File: src/logic/rec_pkg.sv
// Constants, field layouts and state codes shared by the receive error tally bank.
// Overview of operation
// - Functional mode: line tally counts each invalid high-speed code word, disparity errors included.
// - Backplane 64b/66b mode: reading the line tally also clears low byte of 03.0021.
// - Line tally resets to 0x0000 in backplane 64b/66b mode, else 0xFFFD.
// - High-speed pattern verification counts errors of pattern chosen by 1E.000B bits 10:8.
// - Pseudo-random check pin asserted: line tally counts selected PRBS bit errors instead.
// - Every tally returns its value on read and is then cleared, an error in the clearing cycle loading it with one.
// - Lane tallies 0-2 at 0x0011-0x0013 count lane decoder errors in backplane modes.
// - Generic serdes mode: lane tallies count invalid words from lane alignment decoder.
// - Low-speed pattern verification counts errors of pattern chosen by 1E.000B bits 5:4.
package rec_pkg;

  localparam int TALLY_W = 16;
  localparam int LANE_COUNT = 3;
  localparam int HS_PATTERN_COUNT = 8;
  localparam int LS_PATTERN_COUNT = 4;

  // Management frame fields.
  localparam logic [4:0] DEVICE_ADDR = 5'h1e;
  localparam logic [1:0] FRAME_START = 2'h0;
  localparam logic [1:0] OP_ADDRESS = 2'h0;
  localparam logic [1:0] OP_WRITE = 2'h1;
  localparam logic [1:0] OP_READ_INC = 2'h2;
  localparam logic [1:0] OP_READ = 2'h3;
  localparam logic [5:0] PREAMBLE_LEN = 6'h20;
  localparam logic [3:0] HEADER_LAST = 4'hd;
  localparam logic [3:0] DATA_LAST = 4'hf;
  localparam logic [15:0] ADDR_RESET = 16'h0000;

  // Register offsets inside the device address space.
  localparam logic [15:0] LINE_SIDE_ERROR_TALLY = 16'h0010;
  localparam logic [15:0] HOST_LANE0_ERROR_TALLY = 16'h0011;
  localparam logic [15:0] HOST_LANE1_ERROR_TALLY = 16'h0012;
  localparam logic [15:0] HOST_LANE2_ERROR_TALLY = 16'h0013;

  // Tally reset values.
  localparam logic [15:0] TALLY_RESET = 16'hfffd;
  localparam logic [15:0] TALLY_RESET_BACKPLANE = 16'h0000;

  // Operating mode codes on MODE_SEL.
  localparam logic [1:0] GENERIC_SERDES_MODE = 2'h0;
  localparam logic [1:0] BACKPLANE_64B66B_MODE = 2'h1;
  localparam logic [1:0] GIGABIT_BACKPLANE_MODE = 2'h2;

  // Frame receiver states.
  typedef enum logic [3:0] {
    ST_PREAMBLE = 4'h1,
    ST_HEADER = 4'h2,
    ST_TURN = 4'h4,
    ST_DATA = 4'h8
  } rec_frame_state_t;

endpackage : rec_pkg

File: src/logic/rec_tally.sv
// One saturating clear-on-read error tally.
`timescale 1ns/100ps
module rec_tally
  import rec_pkg::*;
#(
  parameter int W = TALLY_W,
  parameter logic [W-1:0] RESET_VALUE = TALLY_RESET
) (
  // Clock and reset.
  input wire logic clk,
  input wire logic rst,
  // Events and controls.
  input wire logic err_event,
  input wire logic read_clear,
  input wire logic load_zero,
  // Current count.
  output logic [W-1:0] value
);

  logic [W-1:0] value_reg;
  logic [W-1:0] value_next;

  always_comb begin
    value_next = value_reg;
    if (load_zero || read_clear) begin
      value_next = {{(W-1){1'b0}}, err_event};
    end else if (err_event && !(&value_reg)) begin
      value_next = value_reg + {{(W-1){1'b0}}, 1'b1};
    end
  end

  always_ff @(posedge clk or posedge rst) begin
    if (rst) begin
      value_reg <= RESET_VALUE;
    end else begin
      value_reg <= value_next;
    end
  end

  assign value = value_reg;

endmodule : rec_tally

File: src/logic/rec_bank.sv
// Receive error tally bank with its management frame slave.
`timescale 1ns/100ps
module rec_bank
  import rec_pkg::*;
#(
  parameter logic [4:0] PORT_ADDR = 5'h00
) (
  // Clock and reset.
  input wire logic CLK,
  input wire logic SYS_RST,
  // Management interface pins.
  input wire logic MDC,
  input wire logic MDIO_IN,
  output logic MDIO_OUT,
  output logic MDIO_OE,
  // Mode and pattern selection.
  input wire logic [1:0] MODE_SEL,
  input wire logic HS_TEST_VERIFY,
  input wire logic [2:0] HS_PATTERN_SEL,
  input wire logic LS_TEST_VERIFY,
  input wire logic [1:0] LS_PATTERN_SEL,
  input wire logic PSEUDO_RANDOM_CHECK_PIN,
  // High-speed error events.
  input wire logic HS_DECODE_ERR,
  input wire logic [HS_PATTERN_COUNT-1:0] HS_PATTERN_ERR,
  input wire logic HS_PRBS_ERR,
  // Low-speed lane error events.
  input wire logic [LANE_COUNT-1:0] LS_DECODE_ERR,
  input wire logic [LANE_COUNT-1:0] LS_ALIGN_DECODE_ERR,
  input wire logic [LANE_COUNT*LS_PATTERN_COUNT-1:0] LS_PATTERN_ERR,
  // Clear strobe toward the forward error correction count.
  output logic FEC_LOW_CLEAR
);

  // Picks the error source of one low-speed lane for the current mode.
  function automatic logic lane_error(
    input logic [1:0] mode,
    input logic verify,
    input logic [1:0] sel,
    input logic [LS_PATTERN_COUNT-1:0] pattern_err,
    input logic decode_err,
    input logic align_err
  );
    logic result;
    result = decode_err;
    if (verify) begin
      result = pattern_err[sel];
    end else if (mode == GENERIC_SERDES_MODE) begin
      result = align_err;
    end
    return result;
  endfunction : lane_error

  // True when an address falls on one of the four tallies.
  function automatic logic in_bank(input logic [15:0] addr);
    return (addr >= LINE_SIDE_ERROR_TALLY) && (addr <= HOST_LANE2_ERROR_TALLY);
  endfunction : in_bank

  // Pin synchronisers.
  logic mdc_s1_reg;
  logic mdc_s2_reg;
  logic mdc_s3_reg;
  logic mdio_s1_reg;
  logic mdio_s2_reg;
  logic prbs_s1_reg;
  logic prbs_s2_reg;

  // Frame receiver.
  rec_frame_state_t state_reg;
  logic [5:0] ones_reg;
  logic [3:0] cnt_reg;
  logic [12:0] hdr_reg;
  logic [15:0] wr_shift_reg;
  logic [15:0] addr_reg;
  logic [1:0] op_reg;
  logic frame_ok_reg;
  logic rd_active_reg;
  logic [15:0] rd_shift_reg;
  logic mdio_out_reg;
  logic mdio_oe_reg;
  logic fec_clear_reg;
  logic init_reg;

  // Tally plumbing.
  logic [TALLY_W-1:0] tally_value [0:LANE_COUNT];
  logic [LANE_COUNT:0] tally_err;
  logic [LANE_COUNT:0] tally_clear;
  logic [TALLY_W-1:0] line_side_error_value;
  logic mdc_rise;
  logic [13:0] hdr_full;
  logic hdr_done;
  logic hdr_match;
  logic read_hit;
  logic [1:0] read_index;
  logic load_backplane_zero;
  logic line_err;

  always_ff @(posedge CLK or posedge SYS_RST) begin
    if (SYS_RST) begin
      mdc_s1_reg <= 1'b0;
      mdc_s2_reg <= 1'b0;
      mdc_s3_reg <= 1'b0;
      mdio_s1_reg <= 1'b1;
      mdio_s2_reg <= 1'b1;
      prbs_s1_reg <= 1'b0;
      prbs_s2_reg <= 1'b0;
    end else begin
      mdc_s1_reg <= MDC;
      mdc_s2_reg <= mdc_s1_reg;
      mdc_s3_reg <= mdc_s2_reg;
      mdio_s1_reg <= MDIO_IN;
      mdio_s2_reg <= mdio_s1_reg;
      prbs_s1_reg <= PSEUDO_RANDOM_CHECK_PIN;
      prbs_s2_reg <= prbs_s1_reg;
    end
  end

  assign mdc_rise = mdc_s2_reg && !mdc_s3_reg;
  assign hdr_full = {hdr_reg, mdio_s2_reg};
  assign hdr_done = mdc_rise && (state_reg == ST_HEADER) && (cnt_reg == HEADER_LAST);
  assign hdr_match = (hdr_full[13:12] == FRAME_START) && (hdr_full[9:5] == PORT_ADDR)
                     && (hdr_full[4:0] == DEVICE_ADDR);
  // Only the four tallies are answered; the rest of the space belongs to sibling blocks.
  assign read_hit = hdr_done && hdr_match && hdr_full[11] && in_bank(addr_reg);
  assign read_index = addr_reg[1:0];

  // Frame receiver state machine.
  always_ff @(posedge CLK or posedge SYS_RST) begin
    if (SYS_RST) begin
      state_reg <= ST_PREAMBLE;
      ones_reg <= 6'h00;
      cnt_reg <= 4'h0;
      hdr_reg <= 13'h0000;
      wr_shift_reg <= 16'h0000;
      op_reg <= OP_ADDRESS;
      frame_ok_reg <= 1'b0;
    end else if (mdc_rise) begin
      unique case (state_reg)
        ST_PREAMBLE: begin
          if (mdio_s2_reg) begin
            if (ones_reg != PREAMBLE_LEN) begin
              ones_reg <= ones_reg + 6'h01;
            end
          end else if (ones_reg == PREAMBLE_LEN) begin
            state_reg <= ST_HEADER;
            hdr_reg <= 13'h0000;
            cnt_reg <= 4'h1;
          end else begin
            ones_reg <= 6'h00;
          end
        end
        ST_HEADER: begin
          hdr_reg <= hdr_full[12:0];
          cnt_reg <= cnt_reg + 4'h1;
          if (cnt_reg == HEADER_LAST) begin
            state_reg <= ST_TURN;
            cnt_reg <= 4'h0;
            op_reg <= hdr_full[11:10];
            frame_ok_reg <= hdr_match;
          end
        end
        ST_TURN: begin
          cnt_reg <= cnt_reg + 4'h1;
          if (cnt_reg != 4'h0) begin
            state_reg <= ST_DATA;
            cnt_reg <= 4'h0;
          end
        end
        ST_DATA: begin
          wr_shift_reg <= {wr_shift_reg[14:0], mdio_s2_reg};
          cnt_reg <= cnt_reg + 4'h1;
          if (cnt_reg == DATA_LAST) begin
            state_reg <= ST_PREAMBLE;
            ones_reg <= 6'h00;
            cnt_reg <= 4'h0;
          end
        end
      endcase
    end
  end

  // Register address pointer; writes to the tallies carry no effect.
  always_ff @(posedge CLK or posedge SYS_RST) begin
    if (SYS_RST) begin
      addr_reg <= ADDR_RESET;
    end else if (mdc_rise && (state_reg == ST_DATA) && (cnt_reg == DATA_LAST) && frame_ok_reg) begin
      if (op_reg == OP_ADDRESS) begin
        addr_reg <= {wr_shift_reg[14:0], mdio_s2_reg};
      end else if (op_reg == OP_READ_INC) begin
        addr_reg <= addr_reg + 16'h0001;
      end
    end
  end

  // Read data is captured at the same edge that clears the tally, so no count is lost.
  always_ff @(posedge CLK or posedge SYS_RST) begin
    if (SYS_RST) begin
      rd_active_reg <= 1'b0;
      rd_shift_reg <= 16'h0000;
    end else if (read_hit) begin
      rd_active_reg <= 1'b1;
      rd_shift_reg <= tally_value[read_index];
    end else if (mdc_rise && rd_active_reg) begin
      if ((state_reg == ST_TURN) && (cnt_reg != 4'h0)) begin
        rd_shift_reg <= {rd_shift_reg[14:0], 1'b0};
      end else if (state_reg == ST_DATA) begin
        rd_shift_reg <= {rd_shift_reg[14:0], 1'b0};
        if (cnt_reg == DATA_LAST) begin
          rd_active_reg <= 1'b0;
        end
      end
    end
  end

  // Pin driver: released in the first turnaround bit, zero in the second, then data.
  always_ff @(posedge CLK or posedge SYS_RST) begin
    if (SYS_RST) begin
      mdio_out_reg <= 1'b0;
      mdio_oe_reg <= 1'b0;
    end else if (mdc_rise && rd_active_reg) begin
      if (state_reg == ST_TURN) begin
        mdio_oe_reg <= 1'b1;
        mdio_out_reg <= (cnt_reg == 4'h0) ? 1'b0 : rd_shift_reg[15];
      end else if (state_reg == ST_DATA) begin
        if (cnt_reg == DATA_LAST) begin
          mdio_oe_reg <= 1'b0;
          mdio_out_reg <= 1'b0;
        end else begin
          mdio_out_reg <= rd_shift_reg[15];
        end
      end
    end
  end

  // The mode is caught one edge after reset release, never inside the reset branch.
  always_ff @(posedge CLK or posedge SYS_RST) begin
    if (SYS_RST) begin
      init_reg <= 1'b1;
    end else begin
      init_reg <= 1'b0;
    end
  end

  assign load_backplane_zero = init_reg && (MODE_SEL == BACKPLANE_64B66B_MODE);

  always_ff @(posedge CLK or posedge SYS_RST) begin
    if (SYS_RST) begin
      fec_clear_reg <= 1'b0;
    end else begin
      fec_clear_reg <= read_hit && (read_index == 2'h0) && (MODE_SEL == BACKPLANE_64B66B_MODE);
    end
  end

  // Line side source: PRBS pin first, then pattern check, then decoder.
  always_comb begin
    if (prbs_s2_reg) begin
      line_err = HS_PRBS_ERR;
    end else if (HS_TEST_VERIFY) begin
      line_err = HS_PATTERN_ERR[HS_PATTERN_SEL];
    end else begin
      line_err = HS_DECODE_ERR;
    end
  end

  assign tally_err[0] = line_err;

  always_comb begin
    tally_clear = '0;
    if (read_hit) begin
      tally_clear[read_index] = 1'b1;
    end
  end

  rec_tally #(
    .W(TALLY_W),
    .RESET_VALUE(TALLY_RESET)
  ) u_line_tally (
    .clk(CLK),
    .rst(SYS_RST),
    .err_event(tally_err[0]),
    .read_clear(tally_clear[0]),
    .load_zero(load_backplane_zero),
    .value(line_side_error_value)
  );

  assign tally_value[0] = line_side_error_value;

  generate
    for (genvar lane = 0; lane < LANE_COUNT; lane++) begin : g_lane
      assign tally_err[lane+1] = lane_error(
        MODE_SEL,
        LS_TEST_VERIFY,
        LS_PATTERN_SEL,
        LS_PATTERN_ERR[lane*LS_PATTERN_COUNT +: LS_PATTERN_COUNT],
        LS_DECODE_ERR[lane],
        LS_ALIGN_DECODE_ERR[lane]
      );

      rec_tally #(
        .W(TALLY_W),
        .RESET_VALUE(TALLY_RESET)
      ) u_lane_tally (
        .clk(CLK),
        .rst(SYS_RST),
        .err_event(tally_err[lane+1]),
        .read_clear(tally_clear[lane+1]),
        .load_zero(1'b0),
        .value(tally_value[lane+1])
      );
    end
  endgenerate

  assign MDIO_OUT = mdio_out_reg;
  assign MDIO_OE = mdio_oe_reg;
  assign FEC_LOW_CLEAR = fec_clear_reg;

endmodule : rec_bank

File: config.mk
export PLATFORM = sky130hd
export DESIGN_NAME = rec_bank
export DESIGN_NICKNAME = d
export VERILOG_FILES = /design/src/logic/rec_pkg.sv /design/src/logic/rec_tally.sv /design/src/logic/rec_bank.sv
export SDC_FILE = /design/constraint.sdc
export NUM_CORES = 1
export LEC_CHECK = 0
export BUFFER_PORTS_ARGS = -buffer_cell sky130_fd_sc_hd__buf_2
export CORE_AREA = 2 2 126 128
export DETAILED_ROUTE_END_ITERATION = 10
export DIE_AREA = 0 0 128 130
export GPL_TIMING_DRIVEN = 0
export PLACE_DENSITY = 0.75
export RECOVER_POWER = 50
export SYNTH_ARGS = -nofsm -noshare
export SYNTH_HDL_FRONTEND = slang
export SYNTH_SLANG_ARGS = --single-unit
File: constraint.sdc
create_clock -name CLK -period 5 [get_ports CLK]
set_input_delay 0.75 -clock CLK [delete_from_list [all_inputs] [get_ports CLK]]
set_output_delay 0.75 -clock CLK [all_outputs]
set_load 0.01 [all_outputs]
==> qor.csv <==
metric;value;unit
first-pass GRT wire length;29800;µm
grt ovf;0;
Rel. slew slack;-86.8;%
initial DRC count;613;
clock buffer depth;2;
CP Max Fanout;10;
Die Area;16600;µm²
antenna cells;0;
worst slack, placed;1.74;ns
synthesized flop and latch total;153;
Post-DRT Antenna Nets;0;
Post-Layout Cell Count;1063;
hold slack;0.351;ns
Post-synth EDFFs;0;
syn_nets;849;
DP Area;8730;µm²
highest clock rate;344;MHz
VDD IR max;0.247;mV
initial antenna violation count;0;
Layout area overhead;13.9;%
final period utilization;58.2;%
CTS tree;done;
total power;3.57;mW
number of global-route vias before repair;5953;
main flop type after synthesis;dfrtp_1;
Leak Pwr;3.93;nW
Yosys cell types;66;
Die Ht;130;µm
Post-Route WL;18500;µm
global placement routability congestion;0.857;
post-CTS sizing;0;
DRC viols;0;
Yosys warning total;0;
CTS root buf;clkbuf_16;
Die Width;128;µm
WL/cell;17.4;µm
Required @ worst endpoint;5.36;ns
Setup-failing EPs final;0;
vias per cell;5.97;
Syn Inst Count;794;
most common cell after layout, fill and taps aside;dfrtp_1;
clock slew at reported path FFs;0.06;ns
CTS Hold Bufs;0;
worst r2r dst;g_lane[1].u_lane_tally.value[1];
cts bufs inserted;17;
DR vias;6346;
Pre-antenna DRT Iters;5;
Nets;913;
RSZ-0062 raised after global routing;no;
Critical Path Sink Type;flip-flop;
dpl hpwl;13100;µm
FF-to-FF Start;state_reg[2];
final hold vios;0;
Critical Path AT;3.27;ns
slack of the critical path;2.09;ns
Layout fillers;1263;
layout cells sized above 1;24.2;%
Clock Skew;0.00857;ns
Clock Latency Late Sink;0.43;ns
final-report max-slew violation count;65;
crit path from;MODE_SEL[1];
startpoint types;primary input;
reg2reg setup slack;2.27;ns
initial core utilization;53.4;%
Setup CP Type;primary input to flip-flop;
Async S/R FF share, synth;100;%
Placement Rows;46;
sequential area share after synthesis;47.4;%
clk sinks;153;
core area;15400;µm²
H-tree depth;4;
Min-Delay Path Class;flip-flop to flip-flop;
fin area;9380;µm²
largest net degree at the start of global routing;90;
Placed Cells;1031;
status;finished with violations;
CP endpoint;g_lane[1].u_lane_tally.value[4];
violated checks;max-capacitance violations, max-slew violations;
post-CTS setup buffers;0;
Netlist Area Pre-Place;8240;µm²
min Tclk post-route;2.91;ns
most frequent cells in the layout;dfrtp_1 (89), nor2_1 (77), dfstp_2 (64);
Ports;45;
max-capacitance violation count;1;
R2R cell count;8;
Total GRT Usage;23.0;%
Slew @ Worst Pin;2.79;ns
Largest register FFs;48;
Avg Inst Size Synth;10.4;µm²
Power per Cell Area;381;nW/µm²
number of port buffers;44;
[cell type report]
class / count / area [µm²] / share of cell area, %
Inverter: 31 / 118 / 1.25
Clock inverter: 6 / 134 / 1.43
Clock buffer: 26 / 519 / 5.53
Sequential cell: 153 / 3910 / 41.7
Timing Repair Buffer: 45 / 248 / 2.64
Tap cell: 192 / 240 / 2.56
Multi-Input combinational cell: 577 / 4060 / 43.3
Buffer: 33 / 151 / 1.61
[layer usage]
layer / up-vias / part of all wire [%] / global-route usage (%) / wire [µm]
met2: 210 / 46 / 36.2 / 8560
met1: 3086 / 46 / 32.4 / 8590
met3: 24 / 5.7 / 4.59 / 1060
met4: 0 / 1.6 / 7.95 / 292
met5: - / 0 / 0 / 0
li1: 3026 / - / - / -
[worst max-delay path, stage by stage]
cell and delay [ns]:
buf_2 0.10, nor2_1 0.52, mux2i_1 0.14, o21ai_0 0.84
clkbuf_1 0.43, nand4_1 0.20, xor2_1 0.19, nor2_1 0.10
[worst min-delay path by stage]
stage	from	to	slack (ns)	cells past startpoint
6_report	prbs_s1_reg	prbs_s2_reg	0.35	0
5_1_grt	mdio_s1_reg	mdio_s2_reg	0.37	0
4_1_cts	prbs_s1_reg	prbs_s2_reg	0.36	0
3_5_place_dp	mdc_s1_reg	mdc_s2_reg	0.34	0
3_3_place_gp	prbs_s1_reg	prbs_s2_reg	0.34	0
2_1_floorplan	mdc_s1_reg	mdc_s2_reg	0.33	0
[report_power, final]
part | internal, mW | total, mW | leakage, nW | switching [mW]
clock network | 0.916 | 1.41 | 0.321 | 0.491
registers | 1.45 | 1.65 | 1.88 | 0.201
logic | 0.243 | 0.512 | 1.73 | 0.269
[cell usage after synthesis (3+ instances only)]
library cell	instances	area, µm²
a2bb2oi_1	4	35.0
clkbuf_1	16	60.1
nand3_1	37	185
or2_2	4	25.0
dfstp_2	64	1680
nor3_1	10	50.1
inv_1	31	116
nor4b_1	8	70.1
buf_1	3	11.3
mux2i_1	7	70.1
buf_2	10	50.1
nand4_1	21	131
buf_4	4	30.0
nor4_1	11	68.8
xnor2_1	25	219
xor2_1	26	228
nor3b_1	7	52.6
a21o_1	5	37.5
mux2_2	19	214
nand2_1	59	221
and3_1	19	119
and2_1	8	50.1
nand2b_1	5	31.3
nor2b_1	5	31.3
a31oi_1	6	37.5
ha_1	13	163
nor2_1	77	289
mux4_2	21	473
o211ai_1	4	30.0
and4b_1	3	30.0
or4_1	4	30.0
and4_1	9	78.8
nand3b_1	5	37.5
o21ai_0	35	175
o22ai_1	22	138
dfrtp_1	89	2230
a22o_1	13	114
o31ai_1	8	60.1
a21oi_1	46	230
[cells by family after synthesis]
logic type,after synthesis,synth area share [%]
AND/OR/NAND/NOR,308,20.5
AO/OA/AOI/OAI,157,12.1
flip-flops,153,47.4
buffers and inverters,64,3.25
XOR/XNOR,51,5.42
multiplexers,47,9.19
adder cells (fa/ha/maj),13,1.97
other,1,0.0455
[metrics by stage]
step / TNS [ns] / utilization, %
5_1_grt: 0 / 60.8
3_5_place_dp: 0 / 56.6
3_3_place_gp: -131.71 / 56.4
4_1_cts: 0 / 60.8
6_report: 0 / 60.8
2_1_floorplan: 0 / -
Power figures use the tool's default switching activity.
